==> config.mk <==
export PLATFORM = sky130hd
export DESIGN_NAME = hcoc_top
export DESIGN_NICKNAME = d
export VERILOG_FILES = /design/src/hcoc_pkg.sv /design/src/hcoc_divider.sv /design/src/hcoc_top.sv
export VERILOG_INCLUDE_DIRS = /design/src
export SDC_FILE = /design/constraint.sdc
export NUM_CORES = 1
export LEC_CHECK = 0
export ABC_AREA = 1
export ABC_CLOCK_PERIOD_IN_PS = 7000
export BUFFER_PORTS_ARGS = -buffer_cell sky130_fd_sc_hd__clkbuf_2
export CAP_MARGIN = 40
export CORE_MARGIN = 10
export CORE_UTILIZATION = 45
export CTS_CLUSTER_SIZE = 40
export DETAILED_ROUTE_END_ITERATION = 6
export PLACE_DENSITY_LB_ADDON = 0.1
export SLEW_MARGIN = 20
export SYNTH_ARGS = -nofsm -noshare
export SYNTH_HDL_FRONTEND = slang
export SYNTH_SLANG_ARGS = --single-unit
==> constraint.sdc <==
create_clock -name clk_sys -period 7 [get_ports clk_sys]
set_clock_uncertainty 0.2 [all_clocks]
set_input_delay 1.05 -clock clk_sys [delete_from_list [all_inputs] [get_ports clk_sys]]
set_output_delay 1.05 -clock clk_sys [all_outputs]
set_load 0.01 [all_outputs]
==> src/hcoc_cfg.svh <==
// Offsets, field positions, reset values and counts of the host clock block
`ifndef HCOC_CFG_SVH
`define HCOC_CFG_SVH

////////////////////////////////////////////////////////////////////////////////
`define HCOC_ADDR_ANA1        8'h00
`define HCOC_ADDR_ANA0        8'h01
`define HCOC_ADDR_PIN3        8'h02
`define HCOC_ADDR_PIN2        8'h03
`define HCOC_ADDR_CLKCFG      8'h06
`define HCOC_ADDR_STATUS      8'h07
`define HCOC_ADDR_EVENTS      8'h08

////////////////////////////////////////////////////////////////////////////////
`define HCOC_RST_ANA1         8'h0C
`define HCOC_RST_ANA0         8'hC0
`define HCOC_RST_PIN          8'hA2
`define HCOC_RST_CLKCFG       8'h00

////////////////////////////////////////////////////////////////////////////////
`define HCOC_CLK_EN_BIT       7
`define HCOC_TAIL_HI          6
`define HCOC_TAIL_LO          5
`define HCOC_XO_HI            4
`define HCOC_XO_LO            1
`define HCOC_RC_BIT           0
`define HCOC_REF26_BIT        6
`define HCOC_AES_BIT          5
`define HCOC_EXTREF_BIT       4
`define HCOC_BROWN_BIT        2
`define HCOC_BATT_BIT         1
`define HCOC_TEMP_BIT         0

////////////////////////////////////////////////////////////////////////////////
`define HCOC_TAIL_W           10
`define HCOC_TAIL_0           10'h000
`define HCOC_TAIL_1           10'h040
`define HCOC_TAIL_2           10'h100
`define HCOC_TAIL_3           10'h200
`define HCOC_TAIL_MAX_CYC     98304
`define HCOC_WD_W             17
`define HCOC_PER_W            9
`define HCOC_PER_RC1          9'h002
`define HCOC_PER_RC128        9'h100

`endif

==> src/hcoc_pkg.sv <==
// Types shared by the host clock block
package hcoc_pkg;

	typedef enum logic [2:0] {
		ST_OFF, ST_STANDBY, ST_SLEEP, ST_READY, ST_TUNING, ST_TX
	} hcoc_dev_state_t;

	typedef enum logic [1:0] {
		M_STOP, M_RUN, M_SWAP, M_TAIL
	} hcoc_mode_t;

endpackage : hcoc_pkg

==> src/hcoc_divider.sv <==
// Edge counting divider that changes ratio and stops only at period ends
`timescale 1ns/1ns
`include "hcoc_cfg.svh"
module hcoc_divider #(
	parameter int PW = `HCOC_PER_W
)(
	// System
	input  wire logic          clk_sys,
	input  wire logic          rstn,
	// Source and control
	input  wire logic          src_level,
	input  wire logic [PW-1:0] period_in,
	input  wire logic          run,
	// Divided clock
	output logic               clk_out,
	output logic               idle,
	output logic               wrap
);

	logic          prev;
	logic          run_q;
	logic [PW-1:0] count;
	logic [PW-1:0] per;
	logic          edge_seen;
	logic [PW-1:0] half;

	// Period counted in source half periods, high phase rounded up
	assign edge_seen = src_level != prev;
	assign half      = (per + PW'(1)) >> 1;

	always_ff @(posedge clk_sys or negedge rstn) begin
		if (!rstn) begin
			prev    <= 1'b0;
			run_q   <= 1'b0;
			count   <= '0;
			per     <= `HCOC_PER_RC1;
			clk_out <= 1'b0;
			idle    <= 1'b1;
			wrap    <= 1'b0;
		end else begin
			prev <= src_level;
			run_q <= run;
			wrap <= 1'b0;
			if (idle) begin
				// First run cycle after a source swap compares against the old source
				if (run && run_q && edge_seen) begin
					count   <= '0;
					per     <= period_in;
					clk_out <= 1'b1;
					idle    <= 1'b0;
				end
			end else if (edge_seen) begin
				// Stop and reload only at the end of the low phase: no runt
				if (count >= per - PW'(1)) begin
					count <= '0;
					if (run) begin
						per     <= period_in;
						clk_out <= 1'b1;
						wrap    <= 1'b1;
					end else begin
						clk_out <= 1'b0;
						idle    <= 1'b1;
					end
				end else begin
					count   <= count + PW'(1);
					clk_out <= (count + PW'(1)) < half;
				end
			end
		end
	end

endmodule : hcoc_divider

==> src/hcoc_top.sv <==
// Host clock output, tail procedure and general configuration registers
//
// Contract
// - Host clock source follows the device state: RC or crystal oscillator.
// - While the crystal runs it is the source; RC is not selectable.
// - RC divides by 1 or 128; crystal by sixteen coded ratios.
// - Entering hold state, give programmed extra cycles then stop the clock.
// - Software picks 0, 64, 256 or 512 extra cycles.
// - Raise an event telling the host the hold transition is under way.
// - Ready to hold transition takes at most 98304 digital clock periods.
// - Sleep switches source crystal to RC; leaving sleep switches back.
// - Source switches are glitch-free, aligned to an RC clock edge.
// - Clock absent when off, tail in hold, RC in sleep, crystal otherwise.
// - Read-write registers fully accessible; read-only registers ignore writes.
// - Read-and-reset registers clear after the host reads them.
// - Bits 1:0 at 0x00 select battery threshold; reset 00.
// - Bits 4:2 at 0x00 set crystal driver strength; reset 011.
// - Bit 6 at 0x01 selects 26 or 24 MHz tuning; reset 1.
// - Bit 5 at 0x01 enables the encryption engine; reset 0.
// - Bit 4 at 0x01 selects external reference pin; reset 0.
// - Bits 2..0 at 0x01 enable brownout, battery detector, temperature sensor.
// - Pin registers: select in 7:3 reset 10100, mode in 1:0 reset 10.
// - Tail field 6:5 codes 0, 64, 256, 512 extra cycles.
// - Clock config bit 7 runs the divider so the host clock exists.
`timescale 1ns/1ns
`include "hcoc_cfg.svh"
module hcoc_top #(
	parameter int TAIL_MAX_CYC = `HCOC_TAIL_MAX_CYC,
	parameter int PW           = `HCOC_PER_W
)(
	// System
	input  wire logic                     clk_sys,
	input  wire logic                     rstn,
	// Register port from the serial front end
	input  wire logic                     reg_wr,
	input  wire logic                     reg_rd,
	input  wire logic [7:0]               reg_addr,
	input  wire logic [7:0]               reg_wdata,
	output logic      [7:0]               reg_rdata,
	// Oscillators and device state
	input  wire logic                     xo_clk,
	input  wire logic                     rc_clk,
	input  wire hcoc_pkg::hcoc_dev_state_t dev_state,
	// Host clock
	output logic                          host_clk,
	output logic                          hold_event,
	// Analog controls
	output logic      [1:0]               battery_threshold_select,
	output logic      [2:0]               osc_driver_gm,
	output logic                          ref_freq_select,
	output logic                          aes_enable,
	output logic                          external_reference_select,
	output logic                          brownout_detect_enable,
	output logic                          battery_low_detector,
	output logic                          temp_sensor_enable,
	// Pin configuration
	output logic      [7:0]               pin3_config,
	output logic      [7:0]               pin2_config
);

	////////////////////////////////////////////////////////////////////////////
	logic [7:0]                analog_function_config_1;
	logic [7:0]                analog_function_config_0;
	logic [7:0]                host_clock_config;
	logic [1:0]                events_rr;
	hcoc_pkg::hcoc_mode_t      mode;
	logic                      src_xo;
	logic                      rc_prev;
	logic                      rc_edge;
	logic                      want_xo;
	logic                      want_rc;
	logic                      div_run;
	logic                      div_idle;
	logic                      div_wrap;
	logic [PW-1:0]             per_sel;
	logic [`HCOC_TAIL_W-1:0]   tail_target;
	logic [`HCOC_TAIL_W-1:0]   tail_cnt;
	logic [`HCOC_WD_W-1:0]     wd_cnt;
	logic                      wd_hit;
	logic                      tail_start;
	logic                      tail_end;
	logic [3:0]                crystal_divider_code;
	logic                      rc_divider_select;

	////////////////////////////////////////////////////////////////////////////
	// Crystal ratio as period in crystal half periods
	function automatic logic [PW-1:0] xo_period(input logic [3:0] code);
		logic [PW-1:0] p;
		p = 9'h002;
		case (code)
			4'h0:    p = 9'h002;
			4'h1:    p = 9'h003;
			4'h2:    p = 9'h004;
			4'h3:    p = 9'h006;
			4'h4:    p = 9'h008;
			4'h5:    p = 9'h00C;
			4'h6:    p = 9'h010;
			4'h7:    p = 9'h018;
			4'h8:    p = 9'h020;
			4'h9:    p = 9'h030;
			4'hA:    p = 9'h048;
			4'hB:    p = 9'h060;
			4'hC:    p = 9'h080;
			4'hD:    p = 9'h0C0;
			4'hE:    p = 9'h100;
			default: p = 9'h180;
		endcase
		return p;
	endfunction : xo_period

	assign crystal_divider_code = host_clock_config[`HCOC_XO_HI:`HCOC_XO_LO];
	assign rc_divider_select    = host_clock_config[`HCOC_RC_BIT];
	assign per_sel = src_xo ? xo_period(crystal_divider_code)
		: (rc_divider_select ? `HCOC_PER_RC128 : `HCOC_PER_RC1);

	always_comb begin
		case (host_clock_config[`HCOC_TAIL_HI:`HCOC_TAIL_LO])
			2'h0:    tail_target = `HCOC_TAIL_0;
			2'h1:    tail_target = `HCOC_TAIL_1;
			2'h2:    tail_target = `HCOC_TAIL_2;
			default: tail_target = `HCOC_TAIL_3;
		endcase
	end

	// Active states want the crystal, sleep wants RC
	assign want_xo = dev_state == hcoc_pkg::ST_READY || dev_state == hcoc_pkg::ST_TUNING
		|| dev_state == hcoc_pkg::ST_TX;
	assign want_rc = dev_state == hcoc_pkg::ST_SLEEP;
	assign rc_edge = rc_clk != rc_prev;
	assign wd_hit  = wd_cnt >= `HCOC_WD_W'(TAIL_MAX_CYC);

	// Divider runs only when enabled and in a clocked mode
	assign div_run = host_clock_config[`HCOC_CLK_EN_BIT]
		&& (mode == hcoc_pkg::M_RUN
		|| (mode == hcoc_pkg::M_TAIL && tail_cnt < tail_target && !wd_hit));

	////////////////////////////////////////////////////////////////////////////
	hcoc_divider #(
		.PW        (PW)
	) u_div (
		.clk_sys   (clk_sys),
		.rstn      (rstn),
		.src_level (src_xo ? xo_clk : rc_clk),
		.period_in (per_sel),
		.run       (div_run),
		.clk_out   (host_clk),
		.idle      (div_idle),
		.wrap      (div_wrap)
	);

	////////////////////////////////////////////////////////////////////////////
	// Source mode control
	always_ff @(posedge clk_sys or negedge rstn) begin
		if (!rstn) begin
			mode       <= hcoc_pkg::M_STOP;
			src_xo     <= 1'b1;
			rc_prev    <= 1'b0;
			tail_cnt   <= '0;
			wd_cnt     <= '0;
			hold_event <= 1'b0;
			tail_start <= 1'b0;
			tail_end   <= 1'b0;
		end else begin
			rc_prev    <= rc_clk;
			hold_event <= 1'b0;
			tail_start <= 1'b0;
			tail_end   <= 1'b0;
			case (mode)
				hcoc_pkg::M_STOP: begin
					if (want_xo || want_rc)
						mode <= hcoc_pkg::M_SWAP;
				end
				hcoc_pkg::M_RUN: begin
					if (dev_state == hcoc_pkg::ST_STANDBY) begin
						mode       <= hcoc_pkg::M_TAIL;
						tail_cnt   <= '0;
						wd_cnt     <= '0;
						hold_event <= 1'b1;
						tail_start <= 1'b1;
					end else if (dev_state == hcoc_pkg::ST_OFF) begin
						// Let the running period finish before stopping
						mode <= hcoc_pkg::M_SWAP;
					end else if (want_xo != src_xo) begin
						mode <= hcoc_pkg::M_SWAP;
					end
				end
				hcoc_pkg::M_SWAP: begin
					// Divider idle means the output is low; flip on an RC edge
					if (!(want_xo || want_rc)) begin
						if (div_idle)
							mode <= hcoc_pkg::M_STOP;
					end else if (div_idle && rc_edge) begin
						src_xo <= want_xo;
						mode   <= hcoc_pkg::M_RUN;
					end
				end
				default: begin
					if (!wd_hit)
						wd_cnt <= wd_cnt + `HCOC_WD_W'(1);
					if (div_wrap)
						tail_cnt <= tail_cnt + `HCOC_TAIL_W'(1);
					if (want_xo || want_rc) begin
						mode <= hcoc_pkg::M_SWAP;
					end else if (div_idle && !div_run) begin
						mode     <= hcoc_pkg::M_STOP;
						tail_end <= 1'b1;
					end
				end
			endcase
		end
	end

	////////////////////////////////////////////////////////////////////////////
	// Configuration writes; status and event registers take no writes
	always_ff @(posedge clk_sys or negedge rstn) begin
		if (!rstn) begin
			analog_function_config_1 <= `HCOC_RST_ANA1;
			analog_function_config_0 <= `HCOC_RST_ANA0;
			pin3_config              <= `HCOC_RST_PIN;
			pin2_config              <= `HCOC_RST_PIN;
			host_clock_config        <= `HCOC_RST_CLKCFG;
		end else if (reg_wr) begin
			// Reserved bits are stored as written; the host keeps them
			if (reg_addr == `HCOC_ADDR_ANA1) begin
				analog_function_config_1 <= reg_wdata;
			end else if (reg_addr == `HCOC_ADDR_ANA0) begin
				analog_function_config_0 <= reg_wdata;
			end else if (reg_addr == `HCOC_ADDR_PIN3) begin
				pin3_config <= reg_wdata;
			end else if (reg_addr == `HCOC_ADDR_PIN2) begin
				pin2_config <= reg_wdata;
			end else if (reg_addr == `HCOC_ADDR_CLKCFG) begin
				host_clock_config <= reg_wdata;
			end
		end
	end

	// Event flags: a new event in the read cycle survives the clear
	always_ff @(posedge clk_sys or negedge rstn) begin
		if (!rstn) begin
			events_rr <= 2'h0;
		end else begin
			events_rr <= ((reg_rd && reg_addr == `HCOC_ADDR_EVENTS) ? 2'h0 : events_rr)
				| {tail_end, tail_start};
		end
	end

	// Read data, one cycle after the strobe; unmapped reads give zero
	always_ff @(posedge clk_sys or negedge rstn) begin
		if (!rstn) begin
			reg_rdata <= 8'h00;
		end else if (reg_rd) begin
			if (reg_addr == `HCOC_ADDR_ANA1) begin
				reg_rdata <= analog_function_config_1;
			end else if (reg_addr == `HCOC_ADDR_ANA0) begin
				reg_rdata <= analog_function_config_0;
			end else if (reg_addr == `HCOC_ADDR_PIN3) begin
				reg_rdata <= pin3_config;
			end else if (reg_addr == `HCOC_ADDR_PIN2) begin
				reg_rdata <= pin2_config;
			end else if (reg_addr == `HCOC_ADDR_CLKCFG) begin
				reg_rdata <= host_clock_config;
			end else if (reg_addr == `HCOC_ADDR_STATUS) begin
				reg_rdata <= {4'h0, mode == hcoc_pkg::M_STOP, mode == hcoc_pkg::M_TAIL,
					!div_idle, src_xo};
			end else if (reg_addr == `HCOC_ADDR_EVENTS) begin
				reg_rdata <= {6'h00, events_rr};
			end else begin
				reg_rdata <= 8'h00;
			end
		end
	end

	////////////////////////////////////////////////////////////////////////////
	// Analog controls straight from the register flops
	assign battery_threshold_select  = analog_function_config_1[1:0];
	assign osc_driver_gm             = analog_function_config_1[4:2];
	assign ref_freq_select           = analog_function_config_0[`HCOC_REF26_BIT];
	assign aes_enable                = analog_function_config_0[`HCOC_AES_BIT];
	assign external_reference_select = analog_function_config_0[`HCOC_EXTREF_BIT];
	assign brownout_detect_enable    = analog_function_config_0[`HCOC_BROWN_BIT];
	assign battery_low_detector      = analog_function_config_0[`HCOC_BATT_BIT];
	assign temp_sensor_enable        = analog_function_config_0[`HCOC_TEMP_BIT];
endmodule : hcoc_top

-- After elaboration in Yosys (flattened, before gate mapping)
Memories as Yosys holds them, arrays and structs flattened.
Cells that the tools add are included.
Widths: inputs -> output; s select.
- logic and storage cells: 155
- memories: 1
- memory bits (read-only): 144
- output and inout bits: 37
- input port bits: 25
- register bits: 106
- memory list (memory ; words ; bits a word ; read ports ; clocked after Yosys merged registers in ; wr ports ; line ; RTL):
    (name not given) ; 16 ; 9 ; 1 ; 0 ; 0 ; hcoc_top.sv:90 ; case (code)
- reductions and logical operators: 37
- add/subtract/negate cells: 5
- equality and inequality tests: 26
- bitwise gates (word level): 6
- magnitude comparators: 4
- muxes and demuxes: 55
- operators with widths (operator ; count):
    $mux 9 ; 11
    $mux 8 ; 5
    $mux 17 ; 2
    $pmux 17 s2 ; 1
    $pmux 10 s3 ; 1
    $mux 2 ; 11
    $mux 10 ; 2
    $pmux 10 s2 ; 1
    $mux 1 ; 19
    $add 9x1->9 const B ; 2
    $add 17x1->17 const B ; 1
    $ge 17x17->1 const B ; 1
    $eq 8x2->1 const B ; 2
    $eq 8x3->1 const B ; 2
    $reduce_and 3->1 ; 4
    $add 10x1->10 const B ; 1
    $lt 10x10->1 ; 1
    $reduce_and 5->1 ; 2
    $ge 9x9->1 ; 1
    $lt 9x8->1 ; 1
    $sub 9x1->9 const B ; 1
    $eq 8x1->1 const B ; 1
    $eq 8x4->1 const B ; 1
    $logic_and 1x1->1 ; 8
    other kinds (27) ; 51

-- Logic depth before layout (Yosys ltp)
- depth in word-level cells: 12
- mapped depth: 17
- gate-level depth less buffers: 17

-- By module
From an unflattened synthesis, not the netlist that was laid out.
- cells, all modules: 792
- area total of the unflattened synthesis: 6299.8 um^2
- modules (own cells, without submodules) (module ; cells an instance ; seq. area each (um^2) ; times used ; area each (um^2)):
    hcoc_top ; 563 ; 2090.8 ; 1 ; 4488.1
    hcoc_divider ; 229 ; 578.1 ; 1 ; 1811.7

-- Least setup slack after synthesis
No wires, ideal clock.
- kind: register -> register
- start: reg u_div.per[0]
- end: reg u_div.clk_out
- slack: 4.385 ns
- stages on the path, launching flop included: 15
- arrival time: 2.289 ns
- library setup time: 0.125 ns
- path buffers: 1
- cells stage by stage: dfrtp_1 > inv_1 > ha_1 > nand4_1 > nor3_1 > xnor2_1 > ha_1 > a21oi_1 > o21a_1 > nand4_1 > nand2_2 > nand2_4 > nand2_4 > buf_8 > nand3_1
- word-level cells in the longest chain between the ends: 5
- elaborated cells between the ends (all ways): 7
- RTL lines (item ; line ; RTL):
    from (decl) ; hcoc_divider.sv:23 ; logic [PW-1:0] per;
    from (signal assigned) ; hcoc_divider.sv:36 ; per <= `HCOC_PER_RC1;
    from (signal assigned) ; hcoc_divider.sv:48 ; per <= period_in;
    from (signal assigned) ; hcoc_divider.sv:57 ; per <= period_in;
    $add 9x1->9 / $sub 9x1->9 (equally long branches) ; hcoc_divider.sv:29, hcoc_divider.sv:54 ;
    $lt 9x8->1 / $ge 9x9->1 (equally long branches) ; hcoc_divider.sv:66, hcoc_divider.sv:54 ;
    $mux 1 * ; hcoc_divider.sv:54 ; if (count >= per - PW'(1)) begin
    $mux 1 * ; hcoc_divider.sv:52 ; end else if (edge_seen) begin
    $mux 1 * ; hcoc_divider.sv:44 ; if (idle) begin
    to (signal assigned) ; hcoc_divider.sv:66 ; clk_out <= (count + PW'(1)) < half;
    to (decl) ; hcoc_divider.sv:15 ; output logic clk_out,
Every way passes the cells marked *; elsewhere a longest branch is shown, timed or not. The select of a mux whose other input is x is not followed.
A chain may end at the register's enable or synchronous reset.

-- Final worst setup path
- start: reg u_div.per[0]
- end: reg u_div.count[6]
- word-level cells in the longest chain between the ends: 5
- RTL lines (item ; line ; RTL):
    $sub 9x1->9 ; hcoc_divider.sv:54 ;
    $ge 9x9->1 ; hcoc_divider.sv:54 ;
    $mux 9 ; hcoc_divider.sv:54 ;
    $mux 9 ; hcoc_divider.sv:52 ;
    $mux 9 ; hcoc_divider.sv:44 ;
    to (signal assigned) ; hcoc_divider.sv:65 ; count <= count + PW'(1);
    to (decl) ; hcoc_divider.sv:22 ; logic [PW-1:0] count;
Every way passes these cells. The select of a mux whose other input is x is not followed.

==> flow_summary.ini <==
[floorplanning]
die_area_um2 = 18700
row_count = 42
die_w_um = 137
die_y_um = 137
num_io_pins = 62
core_area_um2 = 13300
start_util_pct = 46.1

[yosys]
ys_ff_latch = 106
syn_area_um2 = 6130
yosysWarnings = 0
ys.flop_type = dfrtp_1
synth_edf_count = 0
yosysSeqAreaShare_pct = 43.5
yosys-top-cells-area = dfrtp_1 38%, nand2_1 12%, dfstp_2 5.6%
synth_largest_area_cell = dfrtp_1
synth_cells = 766
postSynth.asyncResetShare_pct = 100
syn_nets = 815
ys_types = 44
yosys.area.top_type_share_pct = 37.9
syn_area_per_cell_um2 = 8.01

[setup_path]
r2r_slack_ns = 4.00
r2r_start = u_div.per[0]
crit_chain = inv_1, ha_1, nand4_1, nor3_1, xnor2_1, ha_1, a21oi_1, o21a_1, nand4_1, nor2_1, nand2_1, o21ai_0
reg2reg_depth = 12
crit_required_ns = 7.07
critPathSlowestCell = nor2_1
worstPathArrival_ns = 3.08
critPathCaptureType = flip-flop
critPathMaxFanout = 8
startpoint_type = flip-flop
crit_path_end = u_div.count[6]
startpoint = u_div.per[0]
worst-path-stages = 12
path_class = flip-flop to flip-flop
path_buf_inv = 1
max_stage_delay_ns = 0.51
crit_family = simple AND/OR/NAND/NOR gates
r2r_end = u_div.count[6]

[cts]
clkTransAtPathRegs_ns = 0.07
clk_latency_ns = 0.35
cts_hold_buffers = 0
post_cts_buffers = 0
cts_made_buffers = 9
cts_buffer_depth = 2
cts_resized = 0
cts_tree = done
cts.sink_count = 106
root_buffer = clkbuf_16
cts_max_level = 3

[power_and_ir_drop]
powerDensity_nw_per_um2 = 288
p_leak_uw = 0.00332
ir_worst_vdd_v = 0.000140
finalPower_uw = 1980

[final_layout]
diodes = 0
syn2layout_area_growth_pct = 12.2
final_area_um2 = 6880
drive_above_1_share_pct = 18.4
stdcell_count = 1002
nNetsFinal = 870

[place]
place_congestion = 0.877
hpwl_mm = 11.8
port_buffers = 61
dpl_cell_area_um2 = 6580
dp_cells = 986

[drt]
routed_wl_mm = 15.1
viasPerCell = 5.19
wl_per_cell_um = 15.1
drtIter0Drc = 376
drc = 0
dr.pass1.iters = 5
num_vias = 5196
final_antenna_net_count = 0

[timing]
max_freq_mhz = 333
relSlewSlack_pct = 46.8
hold_viol_final = 0
finalSetupTns_ns = 0
worst_slew_pin_slew_ns = 0.791
finalCritPeriodShare_pct = 42.9
rsz0062_at_grt = no
setup_viol = 0
maxSlewViolCount = 0
fin_crit_ns = 3.00

[run_status]
status = finished clean

[global_routing]
met2_usage_pct = 28.1
grt_pass1_vias = 5144
grt_overflow = 0
grt_first_pass_wirelength_mm = 25.3
top_usage_layer = met2
gr-usage-met1_pct = 21.1
grt.total_usage_pct = 16.9
grt_antenna_before_repair = 0
grt_use_met3_pct = 3.48
grt_max_degree = 49

[worst_hold_path]
min_path_type = flip-flop to flip-flop
hold_depth = 1

[run]
maxCapViolations = 0
## state kept, by name, indices dropped and copies added, names as in the netlist, 8 cells and up
name	count
u_div.count	9
analog_function_config_0	8
wd_cnt	17
pin3_config	8
tail_cnt	10
host_clock_config	8
u_div.per	9
pin2_config	8
reg_rdata	8
analog_function_config_1	8
## cell usage after synthesis (all sizes together), types with 13 or more instances
master  instances
dfrtp          93
inv            89
nor2           49
xor2           17
a21oi          33
nand2         221
nor3           26
o21ai          79
ha             24
nand4          16
nand3          51
dfstp          13
## layer usage
layer	vias up	routed length, um
li1	2624	-
met1	2449	6820
met2	107	7300
met3	16	768
met4	0	254
met5	-	0
## layout by cell type, fill, tap and decap left out, types with 5 or more instances in the layout
cell type / n
a21oi_1: 33
clkbuf_16: 9
clkbuf_2: 60
dfrtp_1: 93
dfstp_2: 13
ha_1: 24
inv_1: 81
inv_2: 8
nand2_1: 200
nand2_2: 15
nand2_4: 6
nand3_1: 47
nand4_1: 16
nor2_1: 41
nor2_4: 7
nor3_1: 20
o21ai_0: 68
o21ai_2: 7
o31ai_1: 5
xnor2_1: 5
xor2_1: 17
## power breakdown
group | switching (uW) | internal, uW | leakage, uW
Sequential | 106 | 715 | 0.00137
Combinational | 411 | 230 | 0.00180
Clock | 234 | 287 | 0.000145
Total | 751 | 1230 | 0.00332
## cells by family after synthesis
kind of cell               after synthesis  share of synthesized area, %
and+or+nand+nor                        377                          29.5
AOI/OAI and AO/OA                      128                          11.5
buffers and inverters                  109                          7.45
DFF                                    106                          43.5
adders and majority gates               24                          4.90
xor gates and xnor gates                22                          3.14
## metrics by stage
step                      hold WS [ns]  setup WS [ns]  util (%)
after floorplan                  0.217           4.39         -
after global placement           0.257           4.19      49.3
after detailed placement         0.241           3.99      49.5
after CTS                        0.275           4.00      51.8
after global routing             0.309           3.66      51.8
final                            0.265           4.00      51.8
## worst min-delay path by stage
stage,start,end
after global routing,analog_function_config_0[7],analog_function_config_0[7]
after floorplan,tail_end,events_rr[1]
final,tail_end,events_rr[1]
after detailed placement,tail_end,events_rr[1]
after global placement,tail_end,events_rr[1]
after CTS,tail_end,events_rr[1]
## cell type report
class	instances	area [um2]
Fill cell	1282	6410
Clock inverter	6	63.8
Inverter	90	339
Timing Repair Buffer	63	343
Multi-Input combinational cell	551	3010
Tap cell	176	220
Clock buffer	10	239
Sequential cell	106	2670
No activity file was read; power rests on OpenSTA's default activity.
